## config.mk

```make
export PLATFORM = sky130hd
export DESIGN_NAME = dclt_capture
export DESIGN_NICKNAME = d
export VERILOG_FILES = /design/src/rtl/dclt_capture.v
export VERILOG_INCLUDE_DIRS = /design/src /design/src/rtl
export SDC_FILE = /design/constraint.sdc
export NUM_CORES = 2
export LEC_CHECK = 0
export ABC_AREA = 1
export BUFFER_PORTS_ARGS = -buffer_cell sky130_fd_sc_hd__buf_2
export CAP_MARGIN = 20
export CORE_MARGIN = 2
export CORE_UTILIZATION = 35
export DETAILED_ROUTE_END_ITERATION = 10
export PLACE_DENSITY = 0.5
export SLEW_MARGIN = 0
export SYNTH_ARGS = -nofsm -noshare
export SYNTH_HDL_FRONTEND = slang
export SYNTH_SLANG_ARGS = --single-unit
```

## constraint.sdc

```tcl
create_clock -name clk_sys_in -period 2.1 [get_ports clk_sys_in]
set_clock_uncertainty 0.15 [all_clocks]
set_input_delay 0.21 -clock clk_sys_in [delete_from_list [all_inputs] [get_ports clk_sys_in]]
set_output_delay 0.21 -clock clk_sys_in [all_outputs]
set_load 0.02 [all_outputs]
```

## src/rtl/dclt_regs.vh

```
/*
  Register offsets, field positions and reset values for the latch and
  event time-stamp capture block.
  Assumes byte-wide register ports on both the network and host sides.
*/
`ifndef DCLT_REGS_VH
`define DCLT_REGS_VH

// Byte addresses of capture registers (first byte of each)
`define DCLT_RISE_TIME_ADDR    16'h09C0
`define DCLT_FALL_TIME_ADDR    16'h09C8
`define DCLT_NET_CHG_ADDR      16'h09F0
`define DCLT_HOST_START_ADDR   16'h09F8
`define DCLT_HOST_CHG_ADDR     16'h09FC
// Latch control and status byte addresses
`define DCLT_LATCH_CTRL_ADDR   16'h09A9
`define DCLT_LATCH_STAT_ADDR   16'h09AF
// Field positions
`define DCLT_RISE_BIT          0
`define DCLT_FALL_BIT          1
`define DCLT_PIN_BIT           2
// Reset values
`define DCLT_TIME64_RST        64'h0000000000000000
`define DCLT_TIME32_RST        32'h00000000
`define DCLT_BYTE_RST          8'h00

`endif

```

## src/rtl/dclt_capture.v

```verilog
/*
  Time-stamp capture for the second latch input and buffer-manager events.
  Two byte-wide read/write ports: network side and local host side.
  Assumes all inputs are synchronous to clk_sys_in and that each access
  strobe is a one-cycle pulse; read data appears one cycle after the strobe.
*/
`include "dclt_regs.vh"

module dclt_capture (
  // Clock and reset
  input  wire        clk_sys_in,
  input  wire        rst_in,
  // Time bases and events
  input  wire [63:0] sys_time_in,        // System time
  input  wire [31:0] local_time_in,      // Local time
  input  wire        latch_b_in,         // Second latch input
  input  wire        frame_start_in,     // Pulse at start of each frame
  input  wire        net_event_in,       // Buffer manager raised network event
  input  wire        host_start_evt_in,  // Buffer manager host start event
  input  wire        host_chg_evt_in,    // Buffer manager host change event
  // Configuration
  input  wire        latch_owner_in,     // 0: network owns latch, 1: host
  input  wire        wr_ack_en_in,       // Host acknowledges by write
  // Network port
  input  wire [15:0] net_addr_in,
  input  wire        net_rd_in,
  input  wire        net_wr_in,
  input  wire [7:0]  net_wdata_in,
  output reg  [7:0]  net_rdata_out,
  // Host port
  input  wire [15:0] host_addr_in,
  input  wire        host_rd_in,
  input  wire        host_wr_in,
  input  wire [7:0]  host_wdata_in,
  output reg  [7:0]  host_rdata_out
);

  // Capture and status storage
  reg  [63:0] rise_time_reg;        // Rising-edge capture
  reg  [63:0] fall_time_reg;        // Falling-edge capture
  reg  [31:0] net_chg_reg;          // Network buffer change time
  reg  [31:0] host_start_reg;       // Host buffer start time
  reg  [31:0] host_chg_reg;         // Host buffer change time
  reg  [31:0] frame_time_reg;       // Local time at current frame start
  reg  [1:0]  mode_reg;             // Single-event mode per edge
  reg  [1:0]  flag_reg;             // Event flags
  reg  [1:0]  armed_reg;            // Single-event capture still allowed
  reg         latch_d_reg;          // Previous latch level
  reg         edge_ok_reg;          // Latch history valid since reset
  reg  [1:0]  flag_next;
  reg  [1:0]  armed_next;
  // Per-port snapshots of the capture registers
  reg  [63:0] net_snap_rise_reg;
  reg  [63:0] net_snap_fall_reg;
  reg  [31:0] net_snap_chg_reg;
  reg  [63:0] host_snap_rise_reg;
  reg  [63:0] host_snap_fall_reg;
  reg  [31:0] host_snap_start_reg;
  reg  [31:0] host_snap_chg_reg;
  reg  [31:0] host_snap_nchg_reg;

  // Edge detection on latch input; held off for the first cycle after
  // reset so a pin already high during reset gives no false rising edge
  wire rise_w = edge_ok_reg & latch_b_in & ~latch_d_reg;
  wire fall_w = edge_ok_reg & ~latch_b_in & latch_d_reg;

  // True when addr lies inside a region of given base and byte count
  function in_region;
    input [15:0] addr;
    input [15:0] base;
    input [15:0] len;
    begin
      in_region = (addr >= base) && (addr < base + len);
    end
  endfunction

  // Select one byte of a 64-bit word by low address bits
  function [7:0] byte_of;
    input [63:0] word;
    input [2:0]  idx;
    begin
      byte_of = word[idx*8 +: 8];
    end
  endfunction

  // Decoded accesses
  wire net_rise_lo  = net_rd_in  && net_addr_in  == `DCLT_RISE_TIME_ADDR;
  wire net_fall_lo  = net_rd_in  && net_addr_in  == `DCLT_FALL_TIME_ADDR;
  wire net_chg_lo   = net_rd_in  && net_addr_in  == `DCLT_NET_CHG_ADDR;
  wire host_rise_rd = host_rd_in && host_addr_in == `DCLT_RISE_TIME_ADDR;
  wire host_fall_rd = host_rd_in && host_addr_in == `DCLT_FALL_TIME_ADDR;
  wire host_rise_wr = host_wr_in && in_region(host_addr_in, `DCLT_RISE_TIME_ADDR, 16'h0008);
  wire host_fall_wr = host_wr_in && in_region(host_addr_in, `DCLT_FALL_TIME_ADDR, 16'h0008);
  wire net_rise_rd  = net_rd_in  && in_region(net_addr_in, `DCLT_RISE_TIME_ADDR, 16'h0008);
  wire net_fall_rd  = net_rd_in  && in_region(net_addr_in, `DCLT_FALL_TIME_ADDR, 16'h0008);
  wire host_rise_rd_any = host_rd_in && in_region(host_addr_in, `DCLT_RISE_TIME_ADDR, 16'h0008);
  wire host_fall_rd_any = host_rd_in && in_region(host_addr_in, `DCLT_FALL_TIME_ADDR, 16'h0008);

  // Acknowledge conditions per flag
  wire ack_rise = (~latch_owner_in & net_rise_rd) |
                  (latch_owner_in & ~wr_ack_en_in & host_rise_rd_any) |
                  (latch_owner_in & wr_ack_en_in & host_rise_wr);
  wire ack_fall = (~latch_owner_in & net_fall_rd) |
                  (latch_owner_in & ~wr_ack_en_in & host_fall_rd_any) |
                  (latch_owner_in & wr_ack_en_in & host_fall_wr);

  // Flag and arm next state; a new event wins over a clear
  always @* begin
    flag_next  = flag_reg;
    armed_next = armed_reg;
    // latch owner's read (host read only without wr_ack_en_in), or host write when wr_ack_en_in, clears rise flag
    if (ack_rise) begin
      flag_next[`DCLT_RISE_BIT]  = 1'b0;
      armed_next[`DCLT_RISE_BIT] = 1'b1;
    end
    if (ack_fall) begin
      flag_next[`DCLT_FALL_BIT]  = 1'b0;
      armed_next[`DCLT_FALL_BIT] = 1'b1;
    end
    if (rise_w && mode_reg[`DCLT_RISE_BIT] && armed_reg[`DCLT_RISE_BIT]) begin
      flag_next[`DCLT_RISE_BIT]  = 1'b1;
      armed_next[`DCLT_RISE_BIT] = 1'b0;
    end
    if (fall_w && mode_reg[`DCLT_FALL_BIT] && armed_reg[`DCLT_FALL_BIT]) begin
      flag_next[`DCLT_FALL_BIT]  = 1'b1;
      armed_next[`DCLT_FALL_BIT] = 1'b0;
    end
    // Continuous mode keeps flags at zero
    if (!mode_reg[`DCLT_RISE_BIT]) begin
      flag_next[`DCLT_RISE_BIT]  = 1'b0;
      armed_next[`DCLT_RISE_BIT] = 1'b1;
    end
    if (!mode_reg[`DCLT_FALL_BIT]) begin
      flag_next[`DCLT_FALL_BIT]  = 1'b0;
      armed_next[`DCLT_FALL_BIT] = 1'b1;
    end
  end

  // Capture, control and flags
  always @(posedge clk_sys_in) begin
    if (rst_in) begin
      rise_time_reg  <= `DCLT_TIME64_RST;
      fall_time_reg  <= `DCLT_TIME64_RST;
      net_chg_reg    <= `DCLT_TIME32_RST;
      host_start_reg <= `DCLT_TIME32_RST;
      host_chg_reg   <= `DCLT_TIME32_RST;
      frame_time_reg <= `DCLT_TIME32_RST;
      mode_reg       <= 2'h0;
      flag_reg       <= 2'h0;
      armed_reg      <= 2'h3;
      latch_d_reg    <= 1'b0;
      edge_ok_reg    <= 1'b0;
    end else begin
      latch_d_reg <= latch_b_in;
      edge_ok_reg <= 1'b1;
      flag_reg    <= flag_next;
      armed_reg   <= armed_next;
      if (rise_w && (!mode_reg[`DCLT_RISE_BIT] || armed_reg[`DCLT_RISE_BIT])) begin
        rise_time_reg <= sys_time_in;
      end
      if (fall_w && (!mode_reg[`DCLT_FALL_BIT] || armed_reg[`DCLT_FALL_BIT])) begin
        fall_time_reg <= sys_time_in;
      end
      // Remember the local time of each frame start
      if (frame_start_in) begin
        frame_time_reg <= local_time_in;
      end
      if (net_event_in) begin
        net_chg_reg <= frame_start_in ? local_time_in : frame_time_reg;
      end
      if (host_start_evt_in) begin
        host_start_reg <= local_time_in;
      end
      if (host_chg_evt_in) begin
        host_chg_reg <= local_time_in;
      end
      if (net_wr_in && !latch_owner_in && net_addr_in == `DCLT_LATCH_CTRL_ADDR) begin
        mode_reg <= net_wdata_in[1:0];
      end else if (host_wr_in && latch_owner_in &&
                   host_addr_in == `DCLT_LATCH_CTRL_ADDR) begin
        mode_reg <= host_wdata_in[1:0];
      end
    end
  end

  // Snapshots and read data
  always @(posedge clk_sys_in) begin
    if (rst_in) begin
      net_snap_rise_reg   <= `DCLT_TIME64_RST;
      net_snap_fall_reg   <= `DCLT_TIME64_RST;
      net_snap_chg_reg    <= `DCLT_TIME32_RST;
      host_snap_rise_reg  <= `DCLT_TIME64_RST;
      host_snap_fall_reg  <= `DCLT_TIME64_RST;
      host_snap_start_reg <= `DCLT_TIME32_RST;
      host_snap_chg_reg   <= `DCLT_TIME32_RST;
      host_snap_nchg_reg  <= `DCLT_TIME32_RST;
      net_rdata_out       <= `DCLT_BYTE_RST;
      host_rdata_out      <= `DCLT_BYTE_RST;
    end else begin
      if (net_rise_lo) net_snap_rise_reg <= rise_time_reg;
      if (net_fall_lo) net_snap_fall_reg <= fall_time_reg;
      if (net_chg_lo)  net_snap_chg_reg  <= net_chg_reg;
      if (host_rise_rd) host_snap_rise_reg <= rise_time_reg;
      if (host_fall_rd) host_snap_fall_reg <= fall_time_reg;
      if (host_rd_in && host_addr_in == `DCLT_HOST_START_ADDR)
        host_snap_start_reg <= host_start_reg;
      if (host_rd_in && host_addr_in == `DCLT_HOST_CHG_ADDR)
        host_snap_chg_reg <= host_chg_reg;
      if (host_rd_in && host_addr_in == `DCLT_NET_CHG_ADDR)
        host_snap_nchg_reg <= net_chg_reg;
      // Network read mux; low byte comes live, upper from snapshot
      if (net_rd_in) begin
        if (net_rise_lo) net_rdata_out <= rise_time_reg[7:0];
        else if (net_fall_lo) net_rdata_out <= fall_time_reg[7:0];
        else if (net_chg_lo) net_rdata_out <= net_chg_reg[7:0];
        else if (net_rise_rd)
          net_rdata_out <= byte_of(net_snap_rise_reg, net_addr_in[2:0]);
        else if (net_fall_rd)
          net_rdata_out <= byte_of(net_snap_fall_reg, net_addr_in[2:0]);
        else if (in_region(net_addr_in, `DCLT_NET_CHG_ADDR, 16'h0004))
          net_rdata_out <= byte_of({32'h0, net_snap_chg_reg}, {1'b0, net_addr_in[1:0]});
        else if (net_addr_in == `DCLT_LATCH_CTRL_ADDR)
          net_rdata_out <= {6'h00, mode_reg};
        else if (net_addr_in == `DCLT_LATCH_STAT_ADDR)
          net_rdata_out <= {5'h00, latch_d_reg, flag_reg};
        else net_rdata_out <= 8'h00;
      end
      // Host read mux
      if (host_rd_in) begin
        if (host_rise_rd) host_rdata_out <= rise_time_reg[7:0];
        else if (host_fall_rd) host_rdata_out <= fall_time_reg[7:0];
        else if (host_addr_in == `DCLT_HOST_START_ADDR) host_rdata_out <= host_start_reg[7:0];
        else if (host_addr_in == `DCLT_HOST_CHG_ADDR) host_rdata_out <= host_chg_reg[7:0];
        else if (host_addr_in == `DCLT_NET_CHG_ADDR) host_rdata_out <= net_chg_reg[7:0];
        else if (host_rise_rd_any)
          host_rdata_out <= byte_of(host_snap_rise_reg, host_addr_in[2:0]);
        else if (host_fall_rd_any)
          host_rdata_out <= byte_of(host_snap_fall_reg, host_addr_in[2:0]);
        else if (in_region(host_addr_in, `DCLT_HOST_START_ADDR, 16'h0004))
          host_rdata_out <= byte_of({32'h0, host_snap_start_reg}, {1'b0, host_addr_in[1:0]});
        else if (in_region(host_addr_in, `DCLT_HOST_CHG_ADDR, 16'h0004))
          host_rdata_out <= byte_of({32'h0, host_snap_chg_reg}, {1'b0, host_addr_in[1:0]});
        else if (in_region(host_addr_in, `DCLT_NET_CHG_ADDR, 16'h0004))
          host_rdata_out <= byte_of({32'h0, host_snap_nchg_reg}, {1'b0, host_addr_in[1:0]});
        else if (host_addr_in == `DCLT_LATCH_CTRL_ADDR)
          host_rdata_out <= {6'h00, mode_reg};
        else if (host_addr_in == `DCLT_LATCH_STAT_ADDR)
          host_rdata_out <= {5'h00, latch_d_reg, flag_reg};
        else host_rdata_out <= 8'h00;
      end
    end
  end

endmodule // dclt_capture

```

Word level (Yosys, flattened, before mapping)
Cells that the tools add are included.
{ "word_totals": {"reg_bits": 664, "latch_bits": 0, "ram_bits": 0, "rom_bits": 0, "out_inout_bits": 16, "elab_cells": 155, "mem_count": 0} }
{ "classes": {"addsub": 0, "n_mul": 0, "div_mod_pow": 0, "order_cmp": 16, "eq_ne": 12, "shifts": 8, "mux": 32, "n_bitwise": 22, "n_reduce_logical": 42} }
{ "ops": {"columns": ["op", "count"], "rows": [
  ["$shiftx A64 B6 Y8", 4],
  ["$shiftx A64 B7 Y8", 4],
  ["$eq A16 B12 Y1 const B", 12],
  ["$ge A16 B12 Y1 const B", 8],
  ["$lt A16 B12 Y1 const B", 8],
  ["$mux W8", 16],
  ["$logic_and A1 B1 Y1", 32],
  ["$mux W32", 1],
  ["$and A1 B1 Y1", 12],
  ["$mux W3", 4],
  ["$mux W1", 9],
  ["$not A1 Y1", 6],
  ["$reduce_bool A2 Y1", 3],
  ["$mux W2", 2],
  ["$or A1 B1 Y1", 4],
  ["$reduce_or A2 Y1", 2],
  ["$logic_not A1 Y1", 3],
  ["$logic_or A1 B1 Y1", 2]
]} }

Longest topological paths before layout
{ "depth": {"ltp_word": 13, "depth_mapped": 20, "mapped_depth_nobuf": 19} }

Least setup slack after synthesis
Ideal clock, no wire load.
{ "synth_path": {"path_kind": "input -> register", "from": "input port host_addr_in[1]", "to": "register host_snap_rise_reg[48]", "t_arrival_ns": 1.678, "path_slack_ns": 0.153, "stages": 9, "cell_sequence": "buf_2 > nor2_4 > inv_2 > nor2_1 > inv_1 > nor4_2 > buf_2 > buf_2 > a21oi_1"} }
{ "synth_via": {"elab_chain_len": 2} }
{ "synth_lines": {"columns": ["element", "line", "rtl"], "rows": [
  ["start, declared", "dclt_capture.v:31", "input wire [15:0] host_addr_in,"],
  ["$eq A16 B12 Y1 (no source line)", null, null],
  ["$logic_and A1 B1 Y1 (no source line)", null, null],
  ["end signal, assigned", "dclt_capture.v:192", "host_snap_rise_reg <= `DCLT_TIME64_RST;"],
  ["end signal, assigned", "dclt_capture.v:203", "if (host_rise_rd) host_snap_rise_reg <= rise_time_reg;"],
  ["end, declared", "dclt_capture.v:56", "reg [63:0] host_snap_rise_reg;"]
]} }
No other way between the ends.
A chain may end at the register's enable or synchronous reset.

Worst setup path in the final report
{ "layout_path": {"from": "register host_snap_rise_reg[51]", "to": "register host_rdata_out[3]"} }
{ "layout_via": {"elab_chain_len": 7} }
{ "layout_lines": {"columns": ["element", "line", "rtl"], "rows": [
  ["$shiftx A64 B7 Y8", "dclt_capture.v:82", "byte_of = word[idx*8 +: 8];"],
  ["$mux W8", "dclt_capture.v:235", "else if (host_rise_rd_any)"],
  ["$mux W8", "dclt_capture.v:234", "else if (host_addr_in == `DCLT_NET_CHG_ADDR) host_rdata_out <= net_chg_reg[7:0];"],
  ["$mux W8", "dclt_capture.v:233", "else if (host_addr_in == `DCLT_HOST_CHG_ADDR) host_rdata_out <= host_chg_reg[7:0];"],
  ["$mux W8", "dclt_capture.v:232", "else if (host_addr_in == `DCLT_HOST_START_ADDR) host_rdata_out <= host_start_reg[7:0];"],
  ["$mux W8", "dclt_capture.v:231", "else if (host_fall_rd) host_rdata_out <= fall_time_reg[7:0];"],
  ["$mux W8", "dclt_capture.v:230", "if (host_rise_rd) host_rdata_out <= rise_time_reg[7:0];"],
  ["end signal, assigned", "dclt_capture.v:230", null],
  ["end signal, assigned", "dclt_capture.v:231", null],
  ["end signal, assigned", "dclt_capture.v:232", null],
  ["end, declared", "dclt_capture.v:35", "output reg [7:0] host_rdata_out"]
]} }
No other way between the ends.

==> results.txt <==
- TritonCTS buffer count: 76
* Area added between synthesis and finish: 29.5%
- The tightest hold path in the finished design has a slack of around 0.014 ns.
- Initial Utilization: 0.354
- Total number of clock tree sinks: roughly 660
- Startpoint-to-endpoint class of the critical path: reg -> reg
- The most used flip-flop cell after synthesis is dfxtp_1.
- Setup repair after global routing could not meet its margin everywhere.
- Share of total power in the clock network: 0.466
- Internal Dissipation: 21.7 mW
- Switching fraction of total power: 0.252
* DRT antenna net count: 0
* Total routed wirelength: approximately 110000 µm
* Vert. Die Dim: approximately 280 µm
* Adder-cell area share of the yosys netlist: 0
* Detailed-route vias per instance: 5.20
* Slew Limit Fails: 0
* Worst-margin pin slew: 0.969 ns
* Sequential share of the synthesized area: 0.492
* Max-cap violations: 0
- After detailed routing, the average wire length per cell comes to roughly 21 µm.
- For this block, the via count after detailed routing is 26400.
- In the routed design, unresolved DRC markers number 0.
* Number of optimization iterations in the first detailed-route pass: 6
- Along the worst path, the maximum fanout reaches 2.
- For this run, asynchronously set or reset flops after synthesis account for 0.
- For this run, the total global-route usage over all layers was measured as 0.268.
- The floorplan step defined a core boundary enclosing about 0.076 mm².
- Of the total synthesized cell area, the portion taken by AND, OR, NAND and NOR gates is 0.130.
* Final setup TNS: -0.0145 ns
- Number of storage elements in the synthesis netlist: roughly 660
- Worst Path Required: between 2 and 3 ns
- Of the post-synthesis cell area, the part taken by muxes is 0.000834.
* Remaining max-slew budget at the tightest pin: 0.354
- Post-layout minimum cycle time: between 2 and 2.5 ns
- TritonCTS built the clock tree.
- CTS built an H-tree with a depth of 3.
- The synthesized design contains 0 enable-type register cells.
- First-iteration detailed-routing DRC count: 2593
- The checks that failed: setup timing.
- In this run the core area contains 101 standard-cell rows.
* Number of global-route vias before repair: between 20000 and 25000
- The floorplan step set the die width to around 280 µm.
- Main combinational cell family by area after synthesis: compound AO/OA/AOI/OAI gates
- Number of library cell types mapped by synthesis: 49
* Upper clock frequency limit: ~470 MHz
- Max rail drop VDD: just under 600 µV
- Relative contribution of combinational cells to total power: 0.083
- Xor and xnor area share after synthesis: 0
- The number of hold violations in the final report was 0.
- Total global routing overflow: 0
* Data arrival, critical path: approximately 2.5 ns
- Switch Pwr: about 7.3 mW
* Share of cells above drive strength 1: 0.176
- The worst setup path is captured at a flip-flop.
- The share of total power dissipated in sequential elements is 0.451.
- Maximum number of pins on one net before global-route repair: 127
- STA classifies the critical path startpoint as a flip-flop.
* Number of placed I/O pins: approximately 170
* Synth Area per Inst: between 7 and 8 µm²
- First-pass GRT wire length: approximately 160000 µm
- The design draws 29.0 mW.
- In this run the power density over the cells is slightly above 800 mW/mm².
* Placed wire-length estimate: between 70000 and 80000 µm
- The initial antenna violation count is 9.
- Prior to clock tree synthesis, the placed netlist has a worst setup slack of -0.685 ns.
- Yosys printed 0 warnings.
- For this design the static power due to leakage is 14.2 nW.
- Of the available clock period, the critical path in the final layout requires 1.01.
- Clock-pin slew was measured on the worst setup and hold paths at around 0.06 ns.
- RePlAce Congestion: between 0.9 and 1
- Clock latency on the worst-skew pair, taken at its later pin, is 0.63 ns.
* Synthesized area: between 0.02 and 0.03 mm²
- Instance count of the mapped netlist: 3572
- The run finished, with violations left.
- The root buffer cell chosen for the clock tree is clkbuf_16.
- In the final design database the tool counted 4141 nets.
- Port buffering added 160 buffers.
- Post-layout worst setup margin: -0.0145 ns
- Setup violations remaining at the end of the flow were counted as 1.
- Counting along the longest clock path gives a buffer depth of 3.
* DIE AREA: slightly below 0.08 mm²
* Layout Utilization: 0.459
- In this run the worst hold path is classified as in -> reg.
- The complex-gate fraction of the synthesized area came to 0.287.
* Nets in the synthesized netlist: between 3000 and 4000
-- timing repair --
action,CTS,global route
hold endpoints to repair,297,0
hold buffers,111,0
setup endpoints to repair,13,37
resized for setup,9,57
pin swaps,1,9
cloned,1,0
setup buffers,0,1
-- synthesized netlist by cell type (9+ instances only) --
cell type  count  area (µm²)
nand4_1       11        68.8
a21oi_1      569        2850
o21ai_0      651        3260
clkbuf_1     188         706
dfxtp_1      664       13300
nand2_1      438        1640
nor3_1        11        55.1
o211ai_1      50         375
a31oi_1        9        56.3
inv_2         16        60.1
a211oi_1      61         458
inv_1        331        1240
nand3_1       48         240
o221ai_1      17         149
buf_1         13        48.8
nor2_1       302        1130
nor2_2         9        56.3
a221oi_1      21         184
a22oi_1       37         278
buf_2         64         320
-- logic make-up after synthesis --
group | after synthesis
AND/OR/NAND/NOR | 852
multiplexers | 2
buffers and inverters | 618
AO/OA/AOI/OAI | 1436
flip-flops | 664
-- per-stage QoR --
stage | area (µm²) | instances
2_1_floorplan | 27000 | 3572
5_1_grt | 35000 | 5065
3_5_place_dp | 31100 | 4824
3_3_place_gp | 31100 | 4824
6_report | 35000 | 5066
4_1_cts | 34800 | 5065
-- power groups by stage --
stage / Clock (mW) / Combinational, mW / Sequential [mW]
after detailed placement: 0 / 2.18 / 13.4
after global routing: 14.2 / 2.60 / 13.1
final: 13.5 / 2.41 / 13.1
after CTS: 13.7 / 2.35 / 13.1
after global placement: 0 / 2.18 / 13.4
after floorplan: 0 / 1.05 / 13.3
-- per-layer routing --
metal,up-vias,track usage,share of wire
met5,-,0,0.00071
met4,12,0.0683,0.024
met3,151,0.0444,0.070
met2,884,0.401,0.43
met1,12400,0.396,0.48
li1,12900,-,-
-- worst max-delay path: stages (launching register included) --
cell      delay (ns)
dfxtp_1         0.36
o21ai_0         0.12
o211ai_1        0.32
nand2_1         0.12
nand2_1         0.18
a21oi_1         0.09
nand2_1         0.08
nand2_1         0.06
nand2_1         0.06
nand2_2         0.05
nand2_2         0.09
nand2_1         0.06
nand2_1         0.10
nand2_1         0.06
a21oi_1         0.11
-- worst paths after layout --
path,start,to,slack [ns],depth (start not counted)
worst max-delay path,host_snap_rise_reg[51],host_rdata_out[3],-0.01,14
worst max register to register,host_snap_rise_reg[51],host_rdata_out[3],-0.01,14
worst min register to register,host_snap_fall_reg[44],host_snap_fall_reg[44],0.30,2
worst min-delay path,net_wr_in,mode_reg[1],0.01,4
-- cell usage in the layout (no fill, tap or decap), drive strengths merged, types with 6 or more instances in the layout --
cell / Yosys / routed
dlygate4sd3: 0 / 111
a31oi: 9 / 9
nand4: 12 / 12
buf: 79 / 488
clkbuf: 188 / 105
inv: 347 / 349
nor4: 6 / 6
bufinv: 0 / 6
dfxtp: 664 / 664
o221ai: 17 / 17
a211oi: 61 / 61
o21ai: 656 / 657
a21oi: 571 / 571
a221oi: 21 / 21
o211ai: 50 / 50
nor3: 16 / 16
clkinv: 4 / 20
nor2: 316 / 316
nand3: 52 / 52
a22oi: 37 / 37
nand2: 445 / 445
-- cell type report --
type | instances | area (µm²)
repair buffers | 600 | 4980
well taps | 1030 | 1290
inverters | 351 | 1330
flip-flops and latches | 664 | 13300
clock buffers | 104 | 2150
clock inverters | 25 | 363
diodes | 1 | 2.50
multi-input cells | 2291 | 11600
fillers | 7795 | 41200
Note: power is estimated with default switching activity, not from simulation.
